===== config.mk =====
export PLATFORM = sky130hd
export DESIGN_NAME = branch_load_exec
export DESIGN_NICKNAME = d
export VERILOG_FILES = /design/src/branch_load_pkg.sv /design/src/branch_cond.sv /design/src/branch_load_exec.sv
export SDC_FILE = /design/constraint.sdc
export NUM_CORES = 1
export LEC_CHECK = 0
export BUFFER_PORTS_ARGS = -buffer_cell sky130_fd_sc_hd__buf_2
export CAP_MARGIN = 30
export CORE_UTILIZATION = 43
export CTS_BUF_LIST = sky130_fd_sc_hd__clkbuf_2 sky130_fd_sc_hd__clkbuf_4 sky130_fd_sc_hd__clkbuf_8
export DETAILED_ROUTE_END_ITERATION = 6
export PLACE_DENSITY_LB_ADDON = 0.12
export SYNTH_ARGS = -nofsm -noshare
export SYNTH_HDL_FRONTEND = slang
export SYNTH_SLANG_ARGS = --single-unit

===== constraint.sdc =====
create_clock -name pclk -period 5.5 [get_ports pclk]
set_input_delay 0.275 -clock pclk [delete_from_list [all_inputs] [get_ports pclk]]
set_output_delay 0.275 -clock pclk [all_outputs]
set_load 0.01 [all_outputs]

===== src/branch_load_pkg.sv =====
// constants and types shared by the branch and load execution unit
`default_nettype none
package branch_load_pkg;

  // apb register byte addresses
  localparam logic [7:0] ADDR_CMD = 8'h00;
  localparam logic [7:0] ADDR_ARG = 8'h04;
  localparam logic [7:0] ADDR_FLAGS = 8'h08;
  localparam logic [7:0] ADDR_PC = 8'h0C;
  localparam logic [7:0] ADDR_PTR_X = 8'h10;
  localparam logic [7:0] ADDR_PTR_Y = 8'h14;
  localparam logic [7:0] ADDR_PTR_Z = 8'h18;
  localparam logic [7:0] ADDR_STATUS = 8'h1C;
  localparam logic [7:0] ADDR_GPR = 8'h20;

  // operation codes in the command word
  localparam logic [4:0] OP_BRANCH_CARRY_CLEAR = 5'h00;
  localparam logic [4:0] OP_BRANCH_SAME_OR_HIGHER = 5'h01;
  localparam logic [4:0] OP_BRANCH_LOWER = 5'h02;
  localparam logic [4:0] OP_BRANCH_NEGATIVE = 5'h03;
  localparam logic [4:0] OP_BRANCH_POSITIVE = 5'h04;
  localparam logic [4:0] OP_BRANCH_SIGNED_GE = 5'h05;
  localparam logic [4:0] OP_BRANCH_SIGNED_LESS = 5'h06;
  localparam logic [4:0] OP_BRANCH_HALFCARRY_SET = 5'h07;
  localparam logic [4:0] OP_BRANCH_HALFCARRY_CLEAR = 5'h08;
  localparam logic [4:0] OP_BRANCH_TRANSFER_SET = 5'h09;
  localparam logic [4:0] OP_BRANCH_TRANSFER_CLEAR = 5'h0A;
  localparam logic [4:0] OP_BRANCH_IRQ_ENABLED = 5'h0B;
  localparam logic [4:0] OP_BRANCH_IRQ_DISABLED = 5'h0C;
  localparam logic [4:0] OP_POINTER_LOAD = 5'h0D;
  localparam logic [4:0] OP_POINTER_LOAD_POST_INC = 5'h0E;
  localparam logic [4:0] OP_POINTER_LOAD_PRE_DEC = 5'h0F;
  localparam logic [4:0] OP_DISPLACED_POINTER_LOAD = 5'h10;
  localparam logic [4:0] OP_DIRECT_MEMORY_LOAD = 5'h11;

  // command word fields
  localparam int CMD_OP_LSB = 0;
  localparam int CMD_PTR_LSB = 5;
  localparam int CMD_DST_LSB = 7;

  // pointer selection
  localparam logic [1:0] PTR_X = 2'h0;
  localparam logic [1:0] PTR_Y = 2'h1;
  localparam logic [1:0] PTR_Z = 2'h2;

  // status flag bit positions
  localparam int FLAG_C = 0;
  localparam int FLAG_Z = 1;
  localparam int FLAG_N = 2;
  localparam int FLAG_V = 3;
  localparam int FLAG_S = 4;
  localparam int FLAG_H = 5;
  localparam int FLAG_T = 6;
  localparam int FLAG_I = 7;

  // status register bit positions
  localparam int STAT_BUSY = 0;
  localparam int STAT_TAKEN = 1;
  localparam int STAT_ERR = 2;

  // values after reset
  localparam logic [15:0] PC_RESET = 16'h0000;
  localparam logic [15:0] PTR_RESET = 16'h0000;
  localparam logic [7:0] FLAGS_RESET = 8'h00;
  localparam logic [15:0] ARG_RESET = 16'h0000;

  typedef enum logic [1:0] {ST_IDLE, ST_EXEC, ST_SECOND} state_type;

  function automatic logic is_branch(input logic [4:0] op);
    is_branch = (op <= OP_BRANCH_IRQ_DISABLED);
  endfunction : is_branch

endpackage : branch_load_pkg
`default_nettype wire


===== src/branch_cond.sv =====
// flag test for the conditional relative branches
`timescale 1ns/100ps
`default_nettype none
module branch_cond
  import branch_load_pkg::*;
(
  input wire logic [4:0] op,
  input wire logic [7:0] flags,
  output logic taken
);

  always_comb
  begin
    unique case (op)
      OP_BRANCH_CARRY_CLEAR,
      OP_BRANCH_SAME_OR_HIGHER: taken = ~flags[FLAG_C];
      OP_BRANCH_LOWER: taken = flags[FLAG_C];
      OP_BRANCH_NEGATIVE: taken = flags[FLAG_N];
      OP_BRANCH_POSITIVE: taken = ~flags[FLAG_N];
      OP_BRANCH_SIGNED_GE: taken = ~(flags[FLAG_N] ^ flags[FLAG_V]);
      OP_BRANCH_SIGNED_LESS: taken = flags[FLAG_N] ^ flags[FLAG_V];
      OP_BRANCH_HALFCARRY_SET: taken = flags[FLAG_H];
      OP_BRANCH_HALFCARRY_CLEAR: taken = ~flags[FLAG_H];
      OP_BRANCH_TRANSFER_SET: taken = flags[FLAG_T];
      OP_BRANCH_TRANSFER_CLEAR: taken = ~flags[FLAG_T];
      OP_BRANCH_IRQ_ENABLED: taken = flags[FLAG_I];
      OP_BRANCH_IRQ_DISABLED: taken = ~flags[FLAG_I];
      // loads and illegal codes never branch
      default: taken = 1'b0;
    endcase
  end

endmodule : branch_cond
`default_nettype wire


===== src/branch_load_exec.sv =====
// branch and data load execution unit with apb register access
// Overview of operation
// - carry clear branches jump when carry is 0
// - lower branch jumps when carry is 1
// - negative branch on N=1, positive on N=0
// - signed branches test N xor V
// - half carry branches test H flag
// - transfer branches test T flag
// - interrupt branches test I, 1/2 cycles
// - branches never change status flags
// - post increment load reads then bumps pointer
// - pre decrement load decrements then reads
// - displaced load reads pointer plus q
// - direct load reads address k, 2 cycles
`timescale 1ns/100ps
`default_nettype none
module branch_load_exec
  import branch_load_pkg::*;
(
  input wire logic pclk,
  input wire logic presetn,
  input wire logic [7:0] paddr,
  input wire logic psel,
  input wire logic penable,
  input wire logic pwrite,
  input wire logic [31:0] pwdata,
  input wire logic [3:0] pstrb,
  output logic [31:0] prdata,
  output logic pready,
  output logic pslverr,
  output logic [15:0] mem_addr,
  output logic mem_re,
  input wire logic [7:0] mem_rdata
);

  ////////////////////////////////////////////////////////////////////////////
  function automatic logic addr_ok(input logic [7:0] a);
    addr_ok = (a == ADDR_CMD) || (a == ADDR_ARG) || (a == ADDR_FLAGS) ||
              (a == ADDR_PC) || (a == ADDR_PTR_X) || (a == ADDR_PTR_Y) ||
              (a == ADDR_PTR_Z) || (a == ADDR_STATUS) || (a == ADDR_GPR);
  endfunction : addr_ok
  function automatic logic [31:0] merge_bytes(input logic [31:0] old,
                                              input logic [31:0] wd,
                                              input logic [3:0] strb);
    for (int i = 0; i < 4; i++)
    begin
      merge_bytes[8*i +: 8] = strb[i] ? wd[8*i +: 8] : old[8*i +: 8];
    end
  endfunction : merge_bytes
  ////////////////////////////////////////////////////////////////////////////
  state_type state_q, state_d;
  logic [4:0] op_q, op_d;
  logic [1:0] ptr_sel_q, ptr_sel_d;
  logic [4:0] dst_q, dst_d;
  logic [15:0] arg_q, arg_d;
  logic [15:0] pc_q, pc_d;
  logic [7:0] flags_q, flags_d;
  logic [15:0] ptr_q [3];
  logic [15:0] ptr_d [3];
  logic [7:0] gpr_q [32];
  logic [7:0] gpr_d [32];
  logic [4:0] gpr_sel_q, gpr_sel_d;
  logic taken_q, taken_d;
  logic err_q, err_d;
  logic [15:0] mem_addr_q, mem_addr_d;
  logic mem_re_q, mem_re_d;
  logic [31:0] prdata_q, prdata_d;
  logic apb_setup, apb_write, br_taken, new_legal;
  logic [15:0] k_ext, br_target, cur_ptr, cmd_ptr;
  logic [31:0] wmerged;
  logic [4:0] new_op;
  logic [1:0] new_ptr;
  assign apb_setup = psel && !penable;
  assign apb_write = psel && penable && pwrite;
  assign pready = 1'b1;
  assign pslverr = psel && penable && !addr_ok(paddr);
  assign prdata = prdata_q;
  assign mem_addr = mem_addr_q;
  assign mem_re = mem_re_q;
  assign cur_ptr = ptr_q[ptr_sel_q];
  assign k_ext = {{9{arg_q[6]}}, arg_q[6:0]};
  assign br_target = pc_q + k_ext + 16'h0001;
  assign new_op = pwdata[CMD_OP_LSB +: 5];
  assign new_ptr = pwdata[CMD_PTR_LSB +: 2];
  assign cmd_ptr = ptr_q[new_ptr];
  // displaced form only knows the y and z pointers
  assign new_legal = (new_op <= OP_DIRECT_MEMORY_LOAD) &&
    (new_ptr != 2'h3) &&
    !(new_op == OP_DISPLACED_POINTER_LOAD && new_ptr == PTR_X);
  branch_cond u_branch_cond (
    .op(op_q),
    .flags(flags_q),
    .taken(br_taken)
  );
  ////////////////////////////////////////////////////////////////////////////
  always_comb
  begin
    state_d = state_q;
    op_d = op_q;
    ptr_sel_d = ptr_sel_q;
    dst_d = dst_q;
    arg_d = arg_q;
    pc_d = pc_q;
    flags_d = flags_q;
    ptr_d = ptr_q;
    gpr_d = gpr_q;
    gpr_sel_d = gpr_sel_q;
    taken_d = taken_q;
    err_d = err_q;
    mem_addr_d = mem_addr_q;
    mem_re_d = 1'b0;
    prdata_d = prdata_q;
    wmerged = 32'h0000_0000;
    // read data is captured in the setup cycle
    if (apb_setup && !pwrite)
    begin
      unique case (paddr)
        ADDR_ARG: prdata_d = {16'h0000, arg_q};
        ADDR_FLAGS: prdata_d = {24'h00_0000, flags_q};
        ADDR_PC: prdata_d = {16'h0000, pc_q};
        ADDR_PTR_X: prdata_d = {16'h0000, ptr_q[PTR_X]};
        ADDR_PTR_Y: prdata_d = {16'h0000, ptr_q[PTR_Y]};
        ADDR_PTR_Z: prdata_d = {16'h0000, ptr_q[PTR_Z]};
        ADDR_STATUS: prdata_d = {29'h0000_0000, err_q, taken_q,
                                 state_q != ST_IDLE};
        ADDR_GPR: prdata_d = {19'h0_0000, gpr_sel_q, gpr_q[gpr_sel_q]};
        default: prdata_d = 32'h0000_0000;
      endcase
    end
    if (apb_write)
    begin
      unique case (paddr)
        ADDR_CMD:
        begin
          // a command while busy is dropped
          if (state_q == ST_IDLE && pstrb[0])
          begin
            err_d = !new_legal;
            if (new_legal)
            begin
              op_d = new_op;
              ptr_sel_d = new_ptr;
              dst_d = pwdata[CMD_DST_LSB +: 5];
              state_d = ST_EXEC;
              unique case (new_op)
                OP_POINTER_LOAD_PRE_DEC:
                  mem_addr_d = cmd_ptr - 16'h0001;
                OP_DISPLACED_POINTER_LOAD:
                  mem_addr_d = cmd_ptr + {10'h000, arg_q[5:0]};
                OP_DIRECT_MEMORY_LOAD: mem_addr_d = arg_q;
                default: mem_addr_d = cmd_ptr;
              endcase
              mem_re_d = !is_branch(new_op);
            end
          end
        end
        ADDR_ARG:
        begin
          wmerged = merge_bytes({16'h0000, arg_q}, pwdata, pstrb);
          arg_d = wmerged[15:0];
        end
        ADDR_FLAGS:
        begin
          wmerged = merge_bytes({24'h00_0000, flags_q}, pwdata, pstrb);
          flags_d = wmerged[7:0];
        end
        ADDR_PC:
        begin
          wmerged = merge_bytes({16'h0000, pc_q}, pwdata, pstrb);
          pc_d = wmerged[15:0];
        end
        ADDR_PTR_X, ADDR_PTR_Y, ADDR_PTR_Z:
        begin
          wmerged = merge_bytes({16'h0000, ptr_q[paddr[3:2]]}, pwdata,
                                pstrb);
          ptr_d[paddr[3:2]] = wmerged[15:0];
        end
        ADDR_GPR:
        begin
          if (pstrb[1])
          begin
            gpr_sel_d = pwdata[12:8];
          end
        end
        default: ;
      endcase
    end
    // execution overrides a register write in the same cycle
    unique case (state_q)
      ST_IDLE: ;
      ST_EXEC:
      begin
        pc_d = (is_branch(op_q) && br_taken) ? br_target : pc_q + 16'h0001;
        state_d = (is_branch(op_q) && !br_taken) ? ST_IDLE : ST_SECOND;
        taken_d = is_branch(op_q) ? br_taken : taken_q;
      end
      ST_SECOND:
      begin
        if (!is_branch(op_q))
        begin
          // data arrives one cycle after the read
          gpr_d[dst_q] = mem_rdata;
          if (op_q == OP_POINTER_LOAD_POST_INC)
          begin
            ptr_d[ptr_sel_q] = cur_ptr + 16'h0001;
          end
          else if (op_q == OP_POINTER_LOAD_PRE_DEC)
          begin
            ptr_d[ptr_sel_q] = mem_addr_q;
          end
        end
        state_d = ST_IDLE;
      end
    endcase
  end
  always_ff @(posedge pclk or negedge presetn)
  begin
    if (!presetn)
    begin
      state_q <= ST_IDLE;
      op_q <= OP_POINTER_LOAD;
      ptr_sel_q <= PTR_X;
      dst_q <= 5'h00;
      arg_q <= ARG_RESET;
      pc_q <= PC_RESET;
      flags_q <= FLAGS_RESET;
      ptr_q <= '{default: PTR_RESET};
      gpr_q <= '{default: 8'h00};
      gpr_sel_q <= 5'h00;
      taken_q <= 1'b0;
      err_q <= 1'b0;
      mem_addr_q <= 16'h0000;
      mem_re_q <= 1'b0;
      prdata_q <= 32'h0000_0000;
    end
    else
    begin
      state_q <= state_d;
      op_q <= op_d;
      ptr_sel_q <= ptr_sel_d;
      dst_q <= dst_d;
      arg_q <= arg_d;
      pc_q <= pc_d;
      flags_q <= flags_d;
      ptr_q <= ptr_d;
      gpr_q <= gpr_d;
      gpr_sel_q <= gpr_sel_d;
      taken_q <= taken_d;
      err_q <= err_d;
      mem_addr_q <= mem_addr_d;
      mem_re_q <= mem_re_d;
      prdata_q <= prdata_d;
    end
  end

  logic exec, flags_wr;
  assign exec = (state_q == ST_EXEC);
  assign flags_wr = apb_write && (paddr == ADDR_FLAGS);
endmodule : branch_load_exec
`default_nettype wire


Word-level counts from Yosys, hierarchy flattened. Index checks and enable logic that the tools add are counted.

Output and inout port bits: 51. Word-level logic and storage cells: 212. Input bits: 57. Flip-flop bits (word level): 414.

Equality and inequality tests: 28. Reduce and logical (&&, ||, !) cells: 55. Order comparisons: 11. Bitwise operators: 13. Add/subtract/negate cells: 6. Multiplexer cells: 49.

Operator list (count): 2-to-1 mux 48 bit (6); bitwise mux 256 bit (1); 2-to-1 mux 16 bit (12); bitwise mux 48 bit (3); one-hot mux 16 bit (8 select lines) (1); binary-select mux 16 bit (select 2 bit) (3); demux 16 bit (select 2 bit) (2); 2-to-1 mux 8 bit (7); adder 16 x 1 -> 16 bit (second input constant) (3); one-hot mux 16 bit (3 select lines) (1); binary-select mux 8 bit (select 5 bit) (1); demux 8 bit (select 5 bit) (1); == test 5 x 4 -> 1 bit (second input constant) (8); == test 8 x 5 -> 1 bit (second input constant) (4); AND reduction 3 bit (7); == test 5 x 3 -> 1 bit (second input constant) (4); adder 16 bit (1); adder 16 x 6 -> 16 bit (1); == test 8 x 4 -> 1 bit (second input constant) (2); subtractor 16 x 1 -> 16 bit (second input constant) (1); logical AND 1 bit (14); >= comparator 6 bit (second input constant) (2); NOT 5 -> 6 bit (2); one-hot mux 1 bit (12 select lines) (1); other kinds (30) (74).

Longest topological paths before layout.
Depth after elaboration: 13. Gate-level depth with buffers: 16.

Cells and area by module. A second synthesis with hierarchy kept.

Cells, all modules: 1994. Area, all modules: 22696.8 sq um.

Modules (own cells, without submodules): branch_load_exec (instances 1, area an instance 22550.4 sq um, sequential area each 9963.3 sq um, cells an instance 1975); branch_cond (instances 1, area an instance 146.4 sq um, sequential area each 0.0 sq um, cells an instance 19).

Least setup slack after synthesis. No wires, ideal clock.

Kind: in2reg. Start point: input port pwdata[6]. End point: register mem_addr_q[12] (netlist: mem_addr[12]). Library setup time: 0.073 ns. Slack: 2.154 ns. Cell stages on the path: 16. Arrival time: 3.273 ns. Required time: 5.427 ns. Path through: buf_2 -> nor2b_1 -> buf_2 -> buf_1 -> nand2_1 -> o21ai_0 -> ha_1 -> inv_1 -> fa_1 -> nor2b_1 -> o31a_1 -> o21ai_0 -> a22oi_2 -> nor2b_4 -> mux2_4 -> a21oi_2.

Cells in the longest elaborated chain, start to end: 6. Elaborated cells between the ends (all ways): 14. Classes of those cells: add/sub (2); eq/ne (1); mux (4); bitwise (1); reduce/logical (6).

Ends and longest elaborated chain: start: declaration (line branch_load_exec.sv:26) `input wire logic [31:0] pwdata,`; NOT 2 -> 3 bit (implied by the code) (line branch_load_exec.sv:85) `assign cmd_ptr = ptr_q[new_ptr];`; binary-select mux 16 bit (select 2 bit) (line branch_load_exec.sv:85); 2-to-1 mux 16 bit (implied by the code) (2 in series) (line branch_load_exec.sv:85); adder 16 x 6 -> 16 bit or subtractor 16 x 1 -> 16 bit (tied branches) (line branch_load_exec.sv:149, branch_load_exec.sv:147); one-hot mux 16 bit (3 select lines) (line branch_load_exec.sv:145) `unique case (new_op)`; end signal: assignment (line branch_load_exec.sv:250) `mem_addr_q <= mem_addr_d;`; end: declaration (line branch_load_exec.sv:65) `logic [15:0] mem_addr_q, mem_addr_d;`.

Parallel ways exist; a longest one is shown, timed or not. The select of a mux whose other input is x is not followed. A chain may end at the register's enable or synchronous reset.

Worst setup path in the final report.
Start point: input port pwdata[1]. End point: register mem_addr_q[9] (netlist: mem_addr[9]).

Cells in the longest elaborated chain, start to end: 5. Elaborated cells between the ends (all ways): 10. Classes of those cells: order compare (1); eq/ne (3); mux (1); reduce/logical (5).

Ends and longest elaborated chain: parallel branches: the longest is 5 deep, another holds less-or-equal comparator 5 bit.

Several ways; the timed one is not identified.

==> impl_metrics.ini <==
[timing]
rsz0062_at_grt = false
fmax_ghz = 0.2503
setup_viol = 0
final_max_slew_viol_count = 0
min_period_ns = 3.994
setup_tns_ns = 0
period_share_pct = 72.63
hold_viol_final = 0
skew_ns = 0.03531
holdWs_ns = 0.02841
worst_slew_pin_slew_ns = 1.076
relSlewSlack_pct = 28.25

[clock_network]
tritoncts = built
cts.repair.resized = 0
post-cts-setup-buffers = 0
root_buffer = clkbuf_8
numCtsBuffers = 72
clkTransAtPathRegs_ns = 0.06
clock_sink_count = 398
clockBufferDepth = 3
cts_hold_buf = 10
h-tree-depth = 3
clock_latency_ns = 0.67

[floorplanning]
die_area_sq_um = 54520
die_x_um = 233.5
num_rows = 84
die_y_um = 233.5
initial_core_util_pct = 43.68
io_pins = 108
core_region_area_sq_um = 52760

[final_layout]
final_area_sq_um = 25520
finalNetCount = 2212
n_fill_cell = 4878
utilization_pct = 48.37
antennaDiodeCount = 0
drive_gt1_share_pct = 30.73
fin_cells = 2862
syn_to_final_growth_pct = 10.73
register_area_sq_um = 9970
multiInputGateArea_sq_um = 12300

[worst_setup_path]
critPathBufInv = 3
endpoint_kind = flop
rr_endpoint = gpr_q[114]
ff2ff_path_depth = 8
start_kind = input port
crit_type = in2reg
cpLargestDelayFamily = compound AO/OA/AOI/OAI gates
cp_common_cell = a21oi_1
path_max_fanout = 22
crit_chain = dlygate4sd3_1 > buf_2 > or4b_1 > nor2_8 > inv_2 > ha_1 > nor2b_1 > a311o_1 > a21oi_1 > xnor2_1 > a222oi_1 > a21oi_1
required_ns = 6.00
reg2reg_from = op_q[0]
crit_arrival_ns = 4.50
cp_slowest_stage_delay_ns = 0.82
critical-path-slowest-cell = or4b_1
r2r_slack_ns = 1.71

[detailed_routing]
route.detailed.drc = 26
wl_per_cell_um = 25.64
final_antenna_net_count = 0
wl_um = 73390
viasPerCell = 6.119
drt_pass1_iterations = 7
initialDrtViolationCount = 1497
num_vias = 17510

[pwr]
ir_drop_mv = 0.2271
p_leak_nw = 11.28
p_per_area_nw_per_um2 = 280.9

[global_routing]
grt-busiest-layer = met2
grt_max_degree = 171
grt_usage_pct = 27.39
antenna_found_initial = 1
gr-usage-met2_pct = 45.30
met1_usage_pct = 35.46
grt_pass1_wl_um = 111400
overflow = 0
first_global_vias = 17710
met3_usage_pct = 4.822

[synthesis]
synth-async-reset-ratio_pct = 100.0
synth_flop_cell = dfrtp_1
synth.avg_cell_area_sq_um = 11.07
ys_warn_count = 0
synth_cell_types = 89
ys_seq_area_share_pct = 43.23
synth_edf_count = 0
ys_ff_latch = 398
syn_inst = 2082
netlist_area_sq_um = 23040

[place]
placed_area_sq_um = 23840
place_congestion = 0.9367
dp_hpwl_um = 50360
io_buffer_count = 72
placed_cells = 2725

[flow_run]
maxCapViolations = 0

[worst_hold_path]
hold_start = pwdata[13]
whs_path_depth = 3
min_to = arg_q[13]
min_path_type = in2reg

[status]
status = finished, violations left
violations = design-rule violations
-- routing by layer --
| layer | part of all wire (%) | routed length [um] | up-vias |
|---|---|---|---|
| met5 | 0.018 | 13 | - |
| met4 | 3.7 | 2713 | 2 |
| met3 | 5.1 | 3749 | 167 |
| met2 | 48 | 35220 | 582 |
| met1 | 43 | 31690 | 8952 |
| li1 | - | - | 7809 |
-- cells in the mapped netlist (19+ instances only) --
master	n	area, sq um
nand2_1	181	679.4
xnor2_1	26	227.7
buf_2	35	175.2
mux4_2	64	1441
a22oi_1	24	180.2
xor2_1	26	227.7
o22ai_1	29	181.4
mux2_2	303	3412
inv_1	24	90.09
o21ai_0	107	535.5
a21oi_1	125	625.6
a211oi_1	29	217.7
nor2_2	25	156.4
buf_4	24	180.2
ha_1	31	387.9
nor2_1	87	326.6
nor2b_1	33	206.5
o2bb2ai_1	19	166.4
nand3_1	30	150.1
mux2i_1	97	970.9
clkbuf_1	94	352.8
dfrtp_1	395	9884
-- state kept, by name (all words and copies together) (netlist names) --
register / flops
arg_q: 16
dst_q: 5
err_q: 1
flags_q: 8
gpr_q: 256
gpr_sel_q: 5
mem_addr: 16
mem_re: 1
op_q: 5
pc_q: 16
prdata: 16
ptr_q: 48
ptr_sel_q: 2
state_q: 2
taken_q: 1
-- power by group --
part | switching (mW) | internal (mW) | leakage, nW | total [mW]
registers | 0.143 | 3.01 | 5.25 | 3.16
clock network | 1.35 | 1.73 | 0.830 | 3.08
logic | 0.574 | 0.356 | 5.21 | 0.930
-- through the flow --
stage / worst slack (ns) / total power [mW]
after detailed placement: 1.480 / 4.128
after global routing: 1.383 / 7.489
after floorplan: 2.154 / 3.799
after CTS: 1.657 / 7.241
after global placement: 1.442 / 4.103
final: 1.506 / 7.168
-- logic make-up after synthesis --
logic type      count (synthesis)  share of synthesized area (%)
other cells                     2                        0.03259
buf+inv                       188                          3.708
flops                         398                          43.23
mux                           465                          25.34
compound gates                466                          13.25
fa+ha+maj                      33                          1.857
xor+xnor                       53                          2.047
simple gates                  477                          10.53
-- how the worst max path moves through the flow --
stage / start / to / slack, ns / depth (start not counted)
finish: pwdata[1] / mem_addr[9] / 1.51 / 12
CTS: pwdata[1] / mem_addr[9] / 1.66 / 12
floorplan: pwdata[6] / mem_addr[12] / 2.15 / 16
global route: pwdata[1] / mem_addr[9] / 1.38 / 12
global placement: pwdata[6] / mem_addr[9] / 1.44 / 13
detailed placement: pwdata[6] / mem_addr[9] / 1.48 / 13
-- cell type report --
type	instances	share of cell area, %
inverter	26	0.3824
sequential	398	39.07
multi-input combinational	1511	48.18
tap	688	3.373
clock inverter	16	0.8532
clock buffer	110	5.295
timing repair buffer	113	2.844
-- worst register-to-register path: cells and delay by family, from the launching register on --
family,cells,cell delay [ns]
simple gates,5,1.74
compound gates,1,0.23
mux,1,0.41
flops,1,0.89
buf+inv,1,0.39
-- cell usage in the layout, fill, tap and decap left out, types with 13 or more instances in the layout --
master / n
o22ai_1: 29
nand3_1: 30
o2bb2ai_1: 19
nor2_1: 87
clkbuf_4: 26
a21oi_1: 125
inv_1: 24
a222oi_1: 13
nand2_1: 181
o21ai_0: 107
ha_1: 31
buf_2: 71
a31oi_1: 15
xor2_1: 26
nor2b_1: 32
buf_4: 28
conb_1: 17
a22oi_1: 24
clkbuf_8: 84
mux4_2: 64
a32oi_1: 17
dfrtp_1: 392
nor2_2: 24
nor3_1: 17
a211oi_1: 29
xnor2_1: 26
mux2i_1: 97
nand4_1: 13
mux2_2: 303
Power figures use the tool's default switching activity.
